[config.mk]
export PLATFORM = sky130hd
export DESIGN_NAME = uncached_sequential_ordering
export DESIGN_NICKNAME = d
export VERILOG_FILES = /design/src/hw/order_pkg.sv /design/src/hw/uncached_sequential_ordering.sv
export SDC_FILE = /design/constraint.sdc
export NUM_CORES = 1
export LEC_CHECK = 0
export ABC_AREA = 1
export BUFFER_PORTS_ARGS = -buffer_cell sky130_fd_sc_hd__buf_2
export CAP_MARGIN = 20
export CORE_AREA = 2 2 214 111
export CTS_CLUSTER_SIZE = 8
export DETAILED_ROUTE_END_ITERATION = 10
export DIE_AREA = 0 0 216 113
export PLACE_DENSITY = 0.84
export SLEW_MARGIN = 0
export SYNTH_ARGS = -nofsm -noshare
export SYNTH_HDL_FRONTEND = slang
export SYNTH_SLANG_ARGS = --single-unit
[constraint.sdc]
create_clock -name i_clk -period 3.3 [get_ports i_clk]
set_clock_uncertainty 0.2 [all_clocks]
set_input_delay 0.165 -clock i_clk [delete_from_list [all_inputs] [get_ports i_clk]]
set_output_delay 0.165 -clock i_clk [all_outputs]
set_load 0.02 [all_outputs]
[src/hw/order_pkg.sv]
// shared widths, op semantics and state codes for the ordering unit
// assumes one clock domain and a single in-order instruction stream
package order_pkg;
  localparam int ADDR_W = 64;
  localparam int DATA_W = 64;
  localparam int CNT_W  = 4;  // counter width; up to 15 outstanding ops per channel

  localparam logic [CNT_W-1:0] CNT_ZERO = 4'h0;
  localparam logic [CNT_W-1:0] CNT_ONE  = 4'h1;
  localparam logic [CNT_W-1:0] CNT_MAX  = 4'hF;

  // ordering semantic attached to each access
  typedef enum logic [1:0] {
    SEM_UNORD   = 2'h0,
    SEM_ACQUIRE = 2'h1,
    SEM_RELEASE = 2'h2,
    SEM_FENCE   = 2'h3
  } sem_t;

  // one-hot issue states
  typedef enum logic [1:0] {
    ST_RUN   = 2'h1,
    ST_DRAIN = 2'h2
  } state_t;
endpackage : order_pkg

[src/hw/uncached_sequential_ordering.sv]
// ordering unit between the memory pipeline and the two visibility channels
// assumes all ports share i_clk; acks arrive as one-cycle pulses per op
`timescale 1ns/1ps

module uncached_sequential_ordering (
  // clock and reset
  input  wire logic                       i_clk,
  input  wire logic                       i_nrst,
  // request from the instruction stream
  input  wire logic                       i_op_valid,
  output logic                            o_op_ready,
  input  wire logic [1:0]                 i_op_sem,
  input  wire logic                       i_op_store,
  input  wire logic                       i_op_semaphore,
  input  wire logic                       i_uncached_attribute,
  input  wire logic                       i_uncached_exported_attribute,
  input  wire logic [order_pkg::ADDR_W-1:0] i_op_addr,
  input  wire logic [order_pkg::DATA_W-1:0] i_op_wdata,
  // coherence domain channel
  output logic                            o_coh_valid,
  input  wire logic                       i_coh_ready,
  output logic                            o_coh_store,
  output logic                            o_coh_ordered,
  output logic [order_pkg::ADDR_W-1:0]    o_coh_addr,
  output logic [order_pkg::DATA_W-1:0]    o_coh_wdata,
  input  wire logic                       i_coh_visible,
  // peripheral domain channel
  output logic                            o_per_valid,
  input  wire logic                       i_per_ready,
  output logic                            o_per_store,
  output logic [order_pkg::ADDR_W-1:0]    o_per_addr,
  output logic [order_pkg::DATA_W-1:0]    o_per_wdata,
  input  wire logic                       i_per_visible,
  // fence completion
  output logic                            o_fence_done
);

  order_pkg::state_t           state;
  order_pkg::state_t           next_state;
  logic [order_pkg::CNT_W-1:0] coh_cnt;
  logic [order_pkg::CNT_W-1:0] per_cnt;
  logic [order_pkg::CNT_W-1:0] next_coh_cnt;
  logic [order_pkg::CNT_W-1:0] next_per_cnt;
  logic                        fence_pend;

  // request decode
  wire op_seq     = i_uncached_attribute | i_uncached_exported_attribute;
  wire op_fence   = (i_op_sem == order_pkg::SEM_FENCE);
  wire op_release = (i_op_sem == order_pkg::SEM_RELEASE);
  wire op_acquire = (i_op_sem == order_pkg::SEM_ACQUIRE);
  wire op_ordered = op_release | i_op_semaphore;
  wire coh_idle   = (coh_cnt == order_pkg::CNT_ZERO);
  wire per_idle   = (per_cnt == order_pkg::CNT_ZERO);
  wire coh_free   = (!o_coh_valid || i_coh_ready) && (coh_cnt != order_pkg::CNT_MAX);
  wire per_free   = (!o_per_valid || i_per_ready) && (per_cnt != order_pkg::CNT_MAX);
  // sequential ops go through the one in-order peripheral slot whatever the
  // semantic, so weaker semantics cannot reorder them
  wire seq_ok     = per_free && (!op_release || coh_idle);
  // ordered cacheable ops issue only with no earlier cacheable op in flight, which
  // serialises them into one global order at the cost of throughput
  wire coh_ok     = coh_free && (!op_ordered || coh_idle);
  wire run        = (state == order_pkg::ST_RUN);
  // unordered cacheable ops are not held for each other
  assign o_op_ready = run && (op_fence || (op_seq ? seq_ok : coh_ok));
  wire take       = i_op_valid && o_op_ready;
  wire take_seq   = take && !op_fence && op_seq;
  wire take_coh   = take && !op_fence && !op_seq;
  wire drained    = coh_idle && per_idle;
  wire take_fence = take && op_fence;
  // acquires drain too: cheaper than tracking which later ops they guard
  wire enter_drain = take && (op_fence || op_acquire);
  wire drain_done  = (state == order_pkg::ST_DRAIN) && drained;
  // interruption entry has no input here: in-flight ops keep draining as usual

  // counters of issued but not yet visible ops
  assign next_coh_cnt = coh_cnt + (take_coh ? order_pkg::CNT_ONE : order_pkg::CNT_ZERO)
                        - (i_coh_visible ? order_pkg::CNT_ONE : order_pkg::CNT_ZERO);
  assign next_per_cnt = per_cnt + (take_seq ? order_pkg::CNT_ONE : order_pkg::CNT_ZERO)
                        - (i_per_visible ? order_pkg::CNT_ONE : order_pkg::CNT_ZERO);

  // fences and acquires stop later issue until everything drained
  always_comb begin
    case (state)
      order_pkg::ST_RUN:   next_state = enter_drain
                                        ? order_pkg::ST_DRAIN : order_pkg::ST_RUN;
      order_pkg::ST_DRAIN: next_state = drained ? order_pkg::ST_RUN : order_pkg::ST_DRAIN;
      default:             next_state = order_pkg::ST_RUN;
    endcase
  end

  // state, counters and fence completion
  always_ff @(posedge i_clk) begin
    if (!i_nrst) begin
      state        <= order_pkg::ST_RUN;
      coh_cnt      <= order_pkg::CNT_ZERO;
      per_cnt      <= order_pkg::CNT_ZERO;
      fence_pend   <= 1'h0;
      o_fence_done <= 1'h0;
    end else begin
      state        <= next_state;
      coh_cnt      <= next_coh_cnt;
      per_cnt      <= next_per_cnt;
      fence_pend   <= take_fence || (fence_pend && !drain_done);
      o_fence_done <= fence_pend && drain_done;
    end
  end

  // coherence output slot, held until taken
  always_ff @(posedge i_clk) begin
    if (!i_nrst) begin
      o_coh_valid   <= 1'h0;
      o_coh_store   <= 1'h0;
      o_coh_ordered <= 1'h0;
      o_coh_addr    <= '0;
      o_coh_wdata   <= '0;
    end else if (take_coh) begin
      o_coh_valid   <= 1'h1;
      o_coh_store   <= i_op_store;
      o_coh_ordered <= op_ordered;
      o_coh_addr    <= i_op_addr;
      o_coh_wdata   <= i_op_wdata;
    end else if (i_coh_ready) begin
      o_coh_valid   <= 1'h0;
    end
  end

  // peripheral output slot; single slot keeps program order, and nothing is
  // copied toward other observers
  always_ff @(posedge i_clk) begin
    if (!i_nrst) begin
      o_per_valid <= 1'h0;
      o_per_store <= 1'h0;
      o_per_addr  <= '0;
      o_per_wdata <= '0;
    end else if (take_seq) begin
      o_per_valid <= 1'h1;
      o_per_store <= i_op_store;
      o_per_addr  <= i_op_addr;
      o_per_wdata <= i_op_wdata;
    end else if (i_per_ready) begin
      o_per_valid <= 1'h0;
    end
  end
endmodule : uncached_sequential_ordering

==> impl_table.tex <==
\begin{tabular}{lr}
\hline
Metric & Value \\
\hline
\multicolumn{2}{l}{\textbf{Hold path}} \\
\quad Class of the worst hold path & in2reg \\
\multicolumn{2}{l}{\textbf{Setup path}} \\
\quad Crit path buf inv count & 2 \\
\quad Data required time of the critical path & 3500 ps \\
\quad Critical Path End Type & flip-flop \\
\quad Crit-path leading delay family & simple AND/OR/NAND/NOR gates \\
\quad Worst setup path category & reg2reg \\
\quad Slowest cell on the critical path & buf\_12 \\
\quad Most repeated library cell on the critical path & nand2\_1 \\
\quad Maximum fanout along the worst path & 258 \\
\quad Worst-path cell chain & inv\_1 -> ha\_1 -> nand2\_1 -> nand2\_1 -> nand3\_1 -> nand2\_1 -> nand4\_2 -> nor2\_4 -> buf\_12 -> nand2\_1 -> nand2\_1 -> nor2\_1 \\
\quad Kind of start point of the critical path & flip-flop \\
\quad Critical Path AT & 3250 ps \\
\quad Biggest cell delay along the critical path & 710 ps \\
\multicolumn{2}{l}{\textbf{CTS}} \\
\quad TritonCTS clock tree & yes \\
\quad Maximum level of the CTS H-tree & 2 \\
\quad Clock Sink Count & 273 \\
\quad Clock insertion delay at the later pin of the skew report & 510 ps \\
\quad Clock slew at reported path FFs & 50 ps \\
\quad Number of buffers on the longest clock path & 3 \\
\quad CTS-repair resized insts & 0 \\
\quad Root cell of the clock tree & clkbuf\_16 \\
\quad TritonCTS buffer count & 40 \\
\multicolumn{2}{l}{\textbf{Floorplan}} \\
\quad Height of the die & 113 um \\
\quad Core Area & 22400 um\^{}2 \\
\quad Ports & 404 \\
\quad Area of the die & 24400 um\^{}2 \\
\quad Width of the die & 216 um \\
\quad Starting Density & 0.485 \\
\quad Number of cell rows & 39 \\
\multicolumn{2}{l}{\textbf{STA}} \\
\quad Final Hold Viols & 0 \\
\quad Post-Route Hold Slack & 48.6 ps \\
\quad Setup repair after global routing missed its margin & false \\
\quad Final-report setup violation count & 0 \\
\quad Highest attainable clock frequency & 328 MHz \\
\quad Worst Tran Pin Value & 1210 ps \\
\quad Pins over their slew limit & 0 \\
\quad Setup TNS Final & 0 ps \\
\quad Worst slew margin relative to its limit & 0.194 \\
\quad Final period utilization & 0.924 \\
\quad Min cycle time layout & 3050 ps \\
\multicolumn{2}{l}{\textbf{Global routing}} \\
\quad Grt ovf & 0 \\
\quad Global-route wire length before repair & 58400 um \\
\quad Largest net degree at the start of global routing & 261 \\
\quad Initial antenna violation count & 1 \\
\quad Vias in the first global route & 11600 \\
\quad Aggregate global-route resource usage & 0.294 \\
\multicolumn{2}{l}{\textbf{Final layout}} \\
\quad Area Growth Syn to Fin & 41.5\% \\
\quad Top library cells by usage in the layout, fill and taps aside & nand2\_1, nor2\_1, buf\_2 \\
\quad Number of inserted filler cells in the final layout & 1684 \\
\quad Total non-filler cell area in the finished layout & 15400 um\^{}2 \\
\quad Ratio of cells with drive above 1 in the final layout & 0.215 \\
\quad Most common cell after layout, fill and taps aside & nand2\_1 \\
\quad Final-stage net count & 2284 \\
\multicolumn{2}{l}{\textbf{Synthesis}} \\
\quad Combinational family with the most area after synthesis & simple AND/OR/NAND/NOR gates \\
\quad Syn Nets & 1781 \\
\quad Proportion of synthesized area in mux cells & 0 \\
\quad Fraction of synthesized cell area in xor and xnor cells & 0.00161 \\
\quad Portion of the post-synthesis area used by sequential elements & 0.502 \\
\quad \#FFs+latches synth & 273 \\
\quad Compound-gate portion of the synthesized area & 0.00621 \\
\quad Synthesis warning total & 0 \\
\quad Mapped Cells & 1624 \\
\quad Synth Cell Area & 10900 um\^{}2 \\
\quad Number of distinct standard cells referenced by the synthesized netlist & 25 \\
\quad Post-Synth Adder-Cell Area & 0.0198 \\
\quad Area share of and/or/nand/nor cells after synthesis & 0.377 \\
\quad Post-Syn Area per Cell & 6.70 um\^{}2 \\
\multicolumn{2}{l}{\textbf{Routing}} \\
\quad Number of violations reported at the end of detailed-routing iteration 0 & 1177 \\
\quad Total wirelength of the detailed-routed design & 37000 um \\
\quad DRT Pass-1 Iters & 5 \\
\quad Count of vias placed by the detailed router & 11900 \\
\quad DRC & 0 \\
\quad Post-detailed-route count of antenna-violating nets & 0 \\
\quad Via/cell ratio & 4.88 \\
\quad Final routed wire length divided by cell count & 15.2 um \\
\multicolumn{2}{l}{\textbf{Pwr}} \\
\quad Switching pwr & 2.85 mW \\
\quad Switching share of power & 0.304 \\
\quad Logic pwr share & 0.214 \\
\quad Clk network pwr share & 0.381 \\
\quad Peak supply drop & 447 uV \\
\quad Cell-internal power & 6.53 mW \\
\quad Sequential Power Share & 0.405 \\
\quad P per Cell Area & 609 nW/um\^{}2 \\
\quad Leakage power total & 8.21 nW \\
\multicolumn{2}{l}{\textbf{Placement}} \\
\quad Cell area after placement & 12900 um\^{}2 \\
\quad Final GP Congestion & 0.880 \\
\quad Buffers on Ports & 403 \\
\quad HPWL after detailed placement & 20900 um \\
\multicolumn{2}{l}{\textbf{Outcome}} \\
\quad Status & finished, final reports clean \\
\multicolumn{2}{l}{\textbf{Flow run}} \\
\quad MaxCap Viol Count & 0 \\
\hline
\end{tabular}
synthesized netlist by cell type:
cell        n  area share
buf_1      23      0.0079
or2_2       1     0.00057
a21o_1      1     0.00069
nand2_1   538        0.19
inv_1     153       0.053
fa_1        2      0.0037
a21oi_1     7      0.0032
o21ai_0     2     0.00092
nand3b_1    2      0.0014
nand4_1     1     0.00057
xor2_1      1     0.00080
nor3b_1     1     0.00069
nand3_1     5      0.0023
nor2_4      3      0.0031
xnor2_1     1     0.00080
buf_4      16       0.011
o21bai_1    1     0.00069
nor2_1    527        0.18
a211oi_1    1     0.00069
dfxtp_1   273        0.50
ha_1       14       0.016
inv_2       3      0.0010
buf_2      40       0.018
clkbuf_1    7      0.0024
nand4_2     1      0.0011
what timing repair did:
item / in CTS / in global routing
setup endpoints to repair: 0 / 0
endpoints found under the hold margin: 267 / 0
hold buffers: 140 / 0
buffers inserted: 0 / 0
metrics by stage:
step           setup WS [ps]  power, mW  std cells  utilization
2_1_floorplan            490       5.05       1624            -
3_3_place_gp             695       5.57       2252        0.577
3_5_place_dp             543       5.64       2252        0.577
4_1_cts                  516       9.34       2437        0.686
5_1_grt                 85.6       9.83       2438        0.686
6_report                 251       9.39       2438        0.686
kinds of logic after synthesis:
group,Yosys count
AO/OA/AOI/OAI,12
XOR/XNOR,2
adder cells (fa/ha/maj),16
buffers and inverters,242
flip-flops,273
AND/OR/NAND/NOR,1079
power by group through the flow:
stage	Sequential (mW)	Clock, mW	Combinational, mW
2_1_floorplan	4.17	0	0.878
3_3_place_gp	3.83	0	1.74
3_5_place_dp	3.85	0	1.79
4_1_cts	3.79	3.62	1.93
5_1_grt	3.83	3.81	2.19
6_report	3.80	3.58	2.01
registers in the layout, indices dropped and copies added (netlist names), 2 cells and up:
name,cells
o_per_wdata,64
o_coh_addr,64
per_cnt,4
o_coh_wdata,64
o_per_addr,64
state,2
coh_cnt,4
final timing paths:
kind                                     from               to  slack [ps]  cells past startpoint
worst max-delay path               coh_cnt[2]  o_per_wdata[40]         250                     12
worst min-delay path            i_coh_visible       coh_cnt[0]          50                      6
worst max register to register     coh_cnt[2]  o_per_wdata[40]         250                     12
worst min register to register     fence_pend     o_fence_done         240                      2
worst min-delay path, cell delays in order:
cell	delay [ps]
buf_2	100
ha_1	220
inv_1	50
ha_1	110
nand2_1	50
inv_1	40
layout make-up:
type,instances,area [um^2],share of cell area
Multi-Input combinational cell,1109,4400,0.286
Sequential cell,273,5470,0.355
Clock buffer,42,1030,0.0669
Antenna cell,1,2.50,0.000162
Tap cell,307,384,0.0249
Timing Repair Buffer,547,3500,0.228
Clock inverter,3,26.3,0.00171
Inverter,156,586,0.0380
routing by layer:
layer / track usage / vias up / part of all wire
li1: - / 5707 / -
met1: 0.336 / 5378 / 0.39
met2: 0.495 / 653 / 0.46
met3: 0.0922 / 157 / 0.099
met4: 0.159 / 0 / 0.052
met5: 0 / - / 0
No activity file was read; power rests on OpenSTA's default activity.
